$ cat src/rtl/eightb_tenb_lut_codec.sv
// package of codec constants and the table-driven 8b/10b codec top module
// Behaviour
// - Each input byte becomes exactly one 10-bit symbol and each received symbol one byte.
// - The low five bits of the byte are looked up in the five-to-six table.
// - The high three bits of the byte are looked up in the three-to-four table.
// - The six- and four-bit groups join into one symbol, and decoding undoes both lookups.
// - Ones and zeros balance only per group; one fixed variant leaves the stream's disparity untracked.
// - Runs of equal bits are not bounded across groups; byte 8'he0 gives six zeros in a row.
// - All four lookup tables are loaded before any encoding or decoding happens.
// - Encode word: raw five bits in byte 0, raw three in byte 1, six-bit in 3, four-bit in 2.
// - Decode word: six-bit group in byte 1 gives byte 2, four-bit group in byte 0 gives byte 3.
// - The decoded byte is byte 3 shifted left five plus byte 2, placed in byte 0.
// - Encode tables take the binary value and give code bit a, sent first, as the group MSB; decode tables the reverse.
package codec_pkg;
  localparam int          LO_W         = 5;
  localparam int          HI_W         = 3;
  localparam int          SIX_W        = 6;
  localparam int          FOUR_W       = 4;
  localparam int          SYM_W        = 10;
  localparam int          ENT_W        = 8;
  localparam int          ADDR_W       = 6;
  localparam int          SEL_W        = 2;
  localparam int          HI_SHIFT     = 5;
  // byte lanes of the working words
  localparam int          B0           = 0;
  localparam int          B1           = 8;
  localparam int          B2           = 16;
  localparam int          B3           = 24;
  localparam logic [7:0]  invalid_code_marker = 8'hff;
  localparam logic [1:0]  SEL_ENC6     = 2'h0;
  localparam logic [1:0]  SEL_ENC4     = 2'h1;
  localparam logic [1:0]  SEL_DEC5     = 2'h2;
  localparam logic [1:0]  SEL_DEC3     = 2'h3;
  // one fixed disparity variant, bit a (first on the line) is the group msb
  localparam logic [5:0] ENC6_CODE [32] = '{
    6'h18, 6'h22, 6'h12, 6'h31, 6'h0a, 6'h29, 6'h19, 6'h07,
    6'h06, 6'h25, 6'h15, 6'h34, 6'h0d, 6'h2c, 6'h1c, 6'h28,
    6'h24, 6'h23, 6'h13, 6'h32, 6'h0b, 6'h2a, 6'h1a, 6'h05,
    6'h0c, 6'h26, 6'h16, 6'h09, 6'h0e, 6'h11, 6'h21, 6'h14};
  localparam logic [3:0] ENC4_CODE [8] = '{
    4'h4, 4'h9, 4'h5, 4'h3, 4'h2, 4'ha, 4'h6, 4'h1};
  localparam int          D7_LO        = 7;
  localparam int          D3_HI        = 3;

  function automatic int ones(input logic [5:0] v);
    int n;
    n = 0;
    for (int i = 0; i < SIX_W; i++) begin
      n = n + int'(v[i]);
    end
    return n;
  endfunction : ones

  function automatic logic [32*ENT_W-1:0] enc6_init();
    logic [32*ENT_W-1:0] r;
    r = '0;
    for (int v = 0; v < 32; v++) begin
      r[v*ENT_W +: ENT_W] = {2'h0, ENC6_CODE[v]};
    end
    return r;
  endfunction : enc6_init

  function automatic logic [8*ENT_W-1:0] enc4_init();
    logic [8*ENT_W-1:0] r;
    r = '0;
    for (int v = 0; v < 8; v++) begin
      r[v*ENT_W +: ENT_W] = {4'h0, ENC4_CODE[v]};
    end
    return r;
  endfunction : enc4_init

  // received groups of the opposite disparity decode too; balanced ones are unique except value 7, whose complement decodes too
  function automatic logic [64*ENT_W-1:0] dec5_init();
    logic [64*ENT_W-1:0] r;
    logic [5:0]          c;
    logic [5:0]          cc;
    for (int i = 0; i < 64; i++) begin
      r[i*ENT_W +: ENT_W] = invalid_code_marker;
    end
    for (int v = 0; v < 32; v++) begin
      c  = ENC6_CODE[v];
      // complement held at group width, an inline cast would widen it first
      cc = ~c;
      r[int'(c)*ENT_W +: ENT_W] = 8'(v);
      if (ones(c) != SIX_W / 2 || v == D7_LO) begin
        r[int'(cc)*ENT_W +: ENT_W] = 8'(v);
      end
    end
    return r;
  endfunction : dec5_init

  function automatic logic [16*ENT_W-1:0] dec3_init();
    logic [16*ENT_W-1:0] r;
    logic [3:0]          c;
    logic [3:0]          cc;
    for (int i = 0; i < 16; i++) begin
      r[i*ENT_W +: ENT_W] = invalid_code_marker;
    end
    for (int v = 0; v < 8; v++) begin
      c  = ENC4_CODE[v];
      cc = ~c;
      r[int'(c)*ENT_W +: ENT_W] = 8'(v);
      if (ones({2'h0, c}) != FOUR_W / 2 || v == D3_HI) begin
        r[int'(cc)*ENT_W +: ENT_W] = 8'(v);
      end
    end
    return r;
  endfunction : dec3_init

  typedef enum logic [1:0] {
    DEC_IDLE = 2'h0,
    DEC_LOOK = 2'h1,
    DEC_COMB = 2'h3
  } dec_state_t;
endpackage : codec_pkg

`timescale 1ns/1ps
module eightb_tenb_lut_codec (
  input  wire logic                          ref_clk,       // core clock, 125 MHz
  input  wire logic                          rst,           // synchronous reset, active high
  input  wire logic                          tbl_wr,        // table entry write strobe
  input  wire logic [codec_pkg::SEL_W-1:0]   tbl_sel,       // which of the four tables
  input  wire logic [codec_pkg::ADDR_W-1:0]  tbl_addr,      // entry index
  input  wire logic [codec_pkg::ENT_W-1:0]   tbl_data,      // entry value
  input  wire logic                          enc_in_valid,  // byte offered for encoding
  output logic                               enc_in_ready,  // encoder takes the byte
  input  wire logic [7:0]                    enc_byte,      // byte to encode
  output logic                               enc_out_valid, // symbol pulse
  output logic [codec_pkg::SYM_W-1:0]        enc_sym,       // symbol, bit 9 sent first
  input  wire logic                          dec_in_valid,  // symbol offered for decoding
  output logic                               dec_in_ready,  // decoder takes the symbol
  input  wire logic [codec_pkg::SYM_W-1:0]   dec_sym,       // received symbol, bit 9 first
  output logic                               dec_out_valid, // byte pulse
  output logic [7:0]                         dec_byte,      // decoded byte
  output logic                               dec_err        // code error with dec_out_valid
);
  import codec_pkg::*;

  typedef struct packed {
    logic [31:0] enc_word;
    logic        enc_out_valid;
    logic [31:0] dec_word;
    dec_state_t  dstate;
    logic        dec_out_valid;
    logic        dec_err;
  } core_t;

  core_t             st;
  core_t             next_st;
  logic [ENT_W-1:0]  enc6_q;
  logic [ENT_W-1:0]  enc4_q;
  logic [ENT_W-1:0]  dec5_q;
  logic [ENT_W-1:0]  dec3_q;
  logic              enc_take;
  logic              dec_take;

  // tables come out of reset holding the standard groups, so they are loaded
  // before the first request; software may rewrite them while traffic is idle
  lut_table #(.ADDR_W(LO_W), .DATA_W(ENT_W), .INIT(enc6_init())) u_enc6 (
    .ref_clk (ref_clk),
    .rst     (rst),
    .wr_en   (tbl_wr && tbl_sel == SEL_ENC6),
    .wr_addr (tbl_addr[LO_W-1:0]),
    .wr_data (tbl_data),
    .rd_addr (enc_byte[LO_W-1:0]),
    .rd_data (enc6_q)
  );
  lut_table #(.ADDR_W(HI_W), .DATA_W(ENT_W), .INIT(enc4_init())) u_enc4 (
    .ref_clk (ref_clk),
    .rst     (rst),
    .wr_en   (tbl_wr && tbl_sel == SEL_ENC4),
    .wr_addr (tbl_addr[HI_W-1:0]),
    .wr_data (tbl_data),
    .rd_addr (enc_byte[7:LO_W]),
    .rd_data (enc4_q)
  );
  lut_table #(.ADDR_W(SIX_W), .DATA_W(ENT_W), .INIT(dec5_init())) u_dec5 (
    .ref_clk (ref_clk),
    .rst     (rst),
    .wr_en   (tbl_wr && tbl_sel == SEL_DEC5),
    .wr_addr (tbl_addr),
    .wr_data (tbl_data),
    .rd_addr (st.dec_word[B1 +: SIX_W]),
    .rd_data (dec5_q)
  );
  lut_table #(.ADDR_W(FOUR_W), .DATA_W(ENT_W), .INIT(dec3_init())) u_dec3 (
    .ref_clk (ref_clk),
    .rst     (rst),
    .wr_en   (tbl_wr && tbl_sel == SEL_DEC3),
    .wr_addr (tbl_addr[FOUR_W-1:0]),
    .wr_data (tbl_data),
    .rd_addr (st.dec_word[B0 +: FOUR_W]),
    .rd_data (dec3_q)
  );

  // a table write in flight stalls both directions for that cycle
  assign enc_in_ready = !tbl_wr;
  assign dec_in_ready = !tbl_wr && st.dstate == DEC_IDLE;
  assign enc_take     = enc_in_valid && enc_in_ready;
  assign dec_take     = dec_in_valid && dec_in_ready;

  always_comb begin
    next_st               = st;
    next_st.enc_out_valid = 1'b0;
    next_st.dec_out_valid = 1'b0;
    if (enc_take) begin
      next_st.enc_word[B0 +: 8] = {3'h0, enc_byte[LO_W-1:0]};
      next_st.enc_word[B1 +: 8] = {5'h0, enc_byte[7:LO_W]};
      next_st.enc_word[B3 +: 8] = {2'h0, enc6_q[SIX_W-1:0]};
      next_st.enc_word[B2 +: 8] = {4'h0, enc4_q[FOUR_W-1:0]};
      next_st.enc_out_valid     = 1'b1;
    end
    case (st.dstate)
      DEC_IDLE: begin
        if (dec_take) begin
          next_st.dec_word[B1 +: 8] = {2'h0, dec_sym[SYM_W-1:FOUR_W]};
          next_st.dec_word[B0 +: 8] = {4'h0, dec_sym[FOUR_W-1:0]};
          next_st.dstate            = DEC_LOOK;
        end
      end
      DEC_LOOK: begin
        next_st.dec_word[B2 +: 8] = dec5_q;
        next_st.dec_word[B3 +: 8] = dec3_q;
        next_st.dstate            = DEC_COMB;
      end
      DEC_COMB: begin
        // on error the marker bits leak into the byte; dec_err says to drop it
        next_st.dec_word[B0 +: 8] = 8'(st.dec_word[B3 +: 8] << HI_SHIFT)
                                    + st.dec_word[B2 +: 8];
        next_st.dec_err           = st.dec_word[B2 +: 8] == invalid_code_marker
                                    || st.dec_word[B3 +: 8] == invalid_code_marker;
        next_st.dec_out_valid     = 1'b1;
        next_st.dstate            = DEC_IDLE;
      end
      default: begin
        next_st.dstate = DEC_IDLE;
      end
    endcase
  end

  always_ff @(posedge ref_clk) begin
    if (rst) begin
      st        <= '0;
      st.dstate <= DEC_IDLE;
    end else begin
      st <= next_st;
    end
  end

  // one fixed variant cannot track running disparity, so balance and run
  // length hold only per group, not across a long stream
  assign enc_sym       = {st.enc_word[B3 +: SIX_W], st.enc_word[B2 +: FOUR_W]};
  assign enc_out_valid = st.enc_out_valid;
  assign dec_out_valid = st.dec_out_valid;
  assign dec_byte      = st.dec_word[B0 +: 8];
  assign dec_err       = st.dec_err;

  a_enc_one_symbol: assert property (@(posedge ref_clk) disable iff (rst)
    enc_take |=> enc_out_valid)
    else $error("encoder gave no symbol one cycle after a byte");
  a_enc_low_map: assert property (@(posedge ref_clk) disable iff (rst)
    enc_take |=> enc_sym[SYM_W-1:FOUR_W] == $past(enc6_q[SIX_W-1:0]))
    else $error("six-bit group differs from the low table entry");
  a_enc_high_map: assert property (@(posedge ref_clk) disable iff (rst)
    enc_take |=> enc_sym[FOUR_W-1:0] == $past(enc4_q[FOUR_W-1:0]))
    else $error("four-bit group differs from the high table entry");
  a_enc_raw_lanes: assert property (@(posedge ref_clk) disable iff (rst)
    enc_take |=> st.enc_word[B0 +: 8] == {3'h0, $past(enc_byte[4:0])}
                 && st.enc_word[B1 +: 8] == {5'h0, $past(enc_byte[7:5])})
    else $error("raw byte parts not in encode word bytes 0 and 1");
  a_dec_two_step: assert property (@(posedge ref_clk) disable iff (rst)
    dec_take |=> !dec_in_ready ##1 !dec_out_valid ##1 dec_out_valid)
    else $error("decoder did not answer three cycles after a symbol");
  a_dec_rx_lanes: assert property (@(posedge ref_clk) disable iff (rst)
    dec_take |=> st.dec_word[B1 +: 8] == {2'h0, $past(dec_sym[9:4])}
                 && st.dec_word[B0 +: 8] == {4'h0, $past(dec_sym[3:0])})
    else $error("received groups not in decode word bytes 1 and 0");
  a_dec_combine: assert property (@(posedge ref_clk) disable iff (rst)
    dec_out_valid |-> dec_byte == 8'({$past(st.dec_word[B3 +: 3]), 5'h00}
                                     + $past(st.dec_word[B2 +: 8])))
    else $error("decoded byte is not high part shifted by five plus low part");
  a_dec_marker_err: assert property (@(posedge ref_clk) disable iff (rst)
    dec_out_valid |-> dec_err == ($past(st.dec_word[B2 +: 8]) == invalid_code_marker
                                  || $past(st.dec_word[B3 +: 8]) == invalid_code_marker))
    else $error("code error flag does not match the invalid marker");
  a_dec_roundtrip: assert property (@(posedge ref_clk) disable iff (rst)
    dec_take && $past(enc_out_valid) && dec_sym == $past(enc_sym) && !tbl_wr
    |-> ##3 !dec_err)
    else $error("decoding a freshly encoded symbol raised a code error");
endmodule : eightb_tenb_lut_codec

$ cat src/rtl/lut_table.sv
// flip-flop lookup table with reset contents, one write port, one combinational read
`timescale 1ns/1ps
module lut_table #(
  parameter int                                 ADDR_W = 5,
  parameter int                                 DATA_W = 8,
  parameter logic [(2**ADDR_W)*DATA_W-1:0]      INIT   = '0
) (
  input  wire logic               ref_clk, // core clock
  input  wire logic               rst,     // synchronous reset reloads INIT
  input  wire logic               wr_en,   // entry write strobe
  input  wire logic [ADDR_W-1:0]  wr_addr, // entry written
  input  wire logic [DATA_W-1:0]  wr_data, // value written
  input  wire logic [ADDR_W-1:0]  rd_addr, // entry read
  output logic [DATA_W-1:0]       rd_data  // value read, same cycle
);
  typedef struct packed {
    logic [(2**ADDR_W)-1:0][DATA_W-1:0] mem;
  } table_t;

  table_t st;
  table_t next_st;

  always_comb begin
    next_st = st;
    if (wr_en) begin
      next_st.mem[wr_addr] = wr_data;
    end
  end

  // reset value is a constant, so it stays legal under any reset style
  always_ff @(posedge ref_clk) begin
    if (rst) begin
      st <= table_t'(INIT);
    end else begin
      st <= next_st;
    end
  end

  assign rd_data = st.mem[rd_addr];

  a_write_lands: assert property (@(posedge ref_clk) disable iff (rst)
    wr_en |=> st.mem[$past(wr_addr)] == $past(wr_data))
    else $error("table write did not land in the addressed entry");
endmodule : lut_table

$ cat config.mk
export PLATFORM = sky130hd
export DESIGN_NAME = eightb_tenb_lut_codec
export DESIGN_NICKNAME = d
export VERILOG_FILES = /design/src/rtl/eightb_tenb_lut_codec.sv /design/src/rtl/lut_table.sv
export SDC_FILE = /design/constraint.sdc
export NUM_CORES = 2
export LEC_CHECK = 0
export BUFFER_PORTS_ARGS = -buffer_cell sky130_fd_sc_hd__buf_2
export CAP_MARGIN = 20
export CORE_AREA = 2 2 404 406
export DETAILED_ROUTE_END_ITERATION = 10
export DIE_AREA = 0 0 406 408
export PLACE_DENSITY_LB_ADDON = 0.08
export SLEW_MARGIN = 20
export SYNTH_ARGS = -nofsm -noshare
export SYNTH_HDL_FRONTEND = slang
export SYNTH_SLANG_ARGS = --single-unit
$ cat constraint.sdc
create_clock -name ref_clk -period 6.7 [get_ports ref_clk]
set_clock_uncertainty 0.15 [all_clocks]
set_input_delay 1.34 -clock ref_clk [delete_from_list [all_inputs] [get_ports ref_clk]]
set_output_delay 1.34 -clock ref_clk [all_outputs]
set_load 0.01 [all_outputs]
==> summary.md <==
| Metric | Value |
|---|---|
| Status | `finished, final reports clean` |
| Fin. max-slew vios | `0` |
| Ports | `62` |
| Setup slack, reg-to-reg | `2.80 ns` |
| Crit-path cells | `buf_2 -> nor2b_1 -> nand3_2 -> buf_4 -> nor2_1 -> nand2_1 -> a21oi_1` |
| Residual DRC | `0` |
| Max Cap Viol | `0` |
| Root buf cell | `clkbuf_16` |
| Async S/R FF share, synth | `0%` |
| Die area | `166000 µm²` |
| PwrDens | `between 200 and 300 nW/µm²` |
| Die H | `slightly above 400 µm` |
| Rows | `148` |
| CTS tree | `done` |
| Initial antenna violation count | `10` |
| Crit end category | `flop` |
| CTS Buf Count | `109` |
| Area share of xor/xnor cells in the synthesized design | `less than 1%` |
| First-pass detailed-route iteration total | `5` |
| Area grow syn2layout | `13.7%` |
| Crit path launch type | `input port` |
| Via count | `33.3k` |
| Mean post-synth cell area | `around 8.8 µm²` |
| Cells after Synth | `about 4.6k` |
| Detailed Route WL | `156000 µm` |
| Max Buffers Root-to-Sink | `3` |
| Post_cts resized | `0` |
| Yosys warning count | `0` |
| Overall power | `12.3 mW` |
| Initial DRC Count | `about 2.6k` |
| Number of global-route vias before repair | `between 30k and 40k` |
| Most common cell after layout, fill and taps aside | `nand2_1` |
| Yosys reg bits | `909` |
| EDFF count, synth | `0` |
| Clock Latency Late Sink | `roughly 0.73 ns` |
| Post-detail-place hpwl | `91200 µm` |
| Synth Area in Simple Gates | `roughly 22%` |
| Tcrit/Tclk final | `58.7%` |
| Bufs and invs on worst path | `2` |
| Clock Sink Count | `909` |
| Unrepaired setup endpoints after global routing | `false` |
| Largest family of logic cells by synthesized area | `simple AND/OR/NAND/NOR gates` |
| Clk pin slew, worst setup/hold paths | `about 0.06 ns` |
| Syn nets | `4632` |
| Final Hold Vio Count | `0` |
| Max frequency | `0.254 GHz` |
| Total Neg Setup Slack | `0 ns` |
| Area contributors post-synth | `dfxtp_1 (45%), mux4_2 (9.3%), nand3_1 (8.9%)` |
| Global-route wire length before repair | `232000 µm` |
| Utilization after layout | `28.3%` |
| Worst-margin pin slew | `1.19 ns` |
| Setup bufs post-CTS | `0` |
| Critical path class | `in -> reg` |
| Post-synth cell types | `51` |
| Die X | `a little over 400 µm` |
| H-tree level count | `3` |
| CP delay by family, top | `simple AND/OR/NAND/NOR gates` |
| Pleak | `between 15 and 20 nW` |
| GRT Util Overall | `between 10% and 20%` |
| Worst EP required | `7.19 ns` |
| Initial Utilization | `24.9%` |
| Mux cell area share after synthesis | `16.7%` |
| Slew HR | `18.4%` |
| Post-synth top area share | `a little under half` |
| # port buffers | `61` |
| Post-DR vias/cell | `5.01` |
| Antenna-violating nets left | `0` |
| Adder-Cell Fraction of Synth Area | `0.0810%` |
| Post-Synthesis Cell Area | `40200 µm²` |
| Register area share after synthesis | `45.3%` |
| Final non-filler cell total | `6643` |
| CP max stage delay | `0.76 ns` |
| Cts hold-fix bufs | `0` |
| Largest net degree at the start of global routing | `153` |
| Critical path's slowest cell | `nand3_2` |
| Placed cell count | `6449` |
| Endpoints failing setup | `0` |
| Peak supply drop | `0.205 mV` |
| Most frequent cells in the layout | `nand2_1 (911), dfxtp_1 (905), nand3_1 (714), a21oi_1 (389), mux2i_1 (260)` |
| Layout cells sized above 1 | `12.4%` |
| Post-synthesis compound-gate area fraction | `between 10% and 20%` |
| Crit-path max FO | `44` |
| Global route overflow | `0` |
| Yosys top cell by area | `dfxtp_1` |
| CP Data Arrival Time | `4.42 ns` |
| Fin crit period | `3.93 ns` |
| Core area | `162000 µm²` |
| Wirelength per Cell | `between 20 and 25 µm` |
| Nets | `4426` |
| Hold Path Class | `reg -> reg` |
| Main flop type after synthesis | `dfxtp_1` |
| Final Wtd Congestion | `~0.76` |
-- per-stage QoR --
step                      instance area (µm²)  hold slack, ns  setup slack (ns)
after floorplan                         40200           0.280              3.53
after global placement                  42100           0.290              2.19
after detailed placement                42100           0.295              2.07
after CTS                               45700           0.303              2.69
after global routing                    45700           0.318              2.54
final                                   45700           0.301              2.77
-- cells in the mapped netlist (5+ instances only) --
cell	count
nor4_1	16
and2_1	10
o221ai_1	8
a2111oi_0	32
buf_2	84
inv_1	5
mux4_2	166
buf_1	31
clkbuf_1	316
nand2_1	911
nor2_1	179
o22ai_1	16
mux2_2	32
mux2i_1	260
and3_1	8
nand2b_1	12
a22o_1	48
o211ai_1	9
nand3_1	716
nor2b_1	48
nand3b_1	10
a211oi_1	42
nor2_2	8
buf_4	27
o21ai_0	240
nor3_1	6
a211o_1	8
a21oi_1	389
dfxtp_1	909
-- state kept, by name, indices dropped and copies added (netlist names) --
name and flops:
dec_err 1, u_enc4.st 32, u_enc6.st 192, dec_byte 8, dec_out_valid 1, enc_sym 10, enc_out_valid 1, u_dec3.st 128
st 24, u_dec5.st 512
-- final cells by class --
class / count / area, µm²
fill: 17100 / 116000
timing repair buffer: 148 / 1160
clock inverter: 28 / 290
clock buffer: 163 / 3220
tap: 2175 / 2720
multi-input combinational: 3211 / 20000
antenna: 3 / 7.51
sequential: 909 / 18200
inverter: 6 / 30.0
-- worst min-delay path: cells and delay by family, from the launching register on --
family / cells / cell delay (ns)
AO/OA/AOI/OAI: 1 / 0.05
flip-flops: 1 / 0.30
AND/OR/NAND/NOR: 1 / 0.05
-- routing by layer --
metal | up-vias | global-route usage (%) | wire, µm
met2 | 636 | 28.8 | 70300
met5 | - | 0 | 17
met1 | 16700 | 27.3 | 77200
met3 | 173 | 2.18 | 5540
li1 | 15700 | - | -
met4 | 4 | 3.92 | 3090
-- logic make-up after synthesis --
| logic type | Yosys count |
|---|---|
| simple gates | 1951 |
| flops | 909 |
| compound gates | 798 |
| buf+inv | 471 |
| mux | 458 |
| xor+xnor | 2 |
| fa+ha+maj | 2 |
-- worst paths after layout --
path                              start                           to  cells past startpoint
max                         tbl_addr[0]  u_dec5.st[300]$_SDFFE_PP0P_                      7
min          u_dec3.st[19]$_SDFFE_PP0P_   u_dec3.st[19]$_SDFFE_PP0P_                      2
max reg2reg         st[12]$_SDFFE_PP0P_          st[24]$_SDFFE_PP0P_                      5
min reg2reg  u_dec3.st[19]$_SDFFE_PP0P_   u_dec3.st[19]$_SDFFE_PP0P_                      2
-- power breakdown --
part / internal (mW) / total [mW] / switching, mW
clock network: 3.48 / 5.99 / 2.51
registers: 5.44 / 5.48 / 0.0418
logic: 0.233 / 0.851 / 0.617
total: 9.15 / 12.3 / 3.17
No activity file was read; power rests on OpenSTA's default activity.
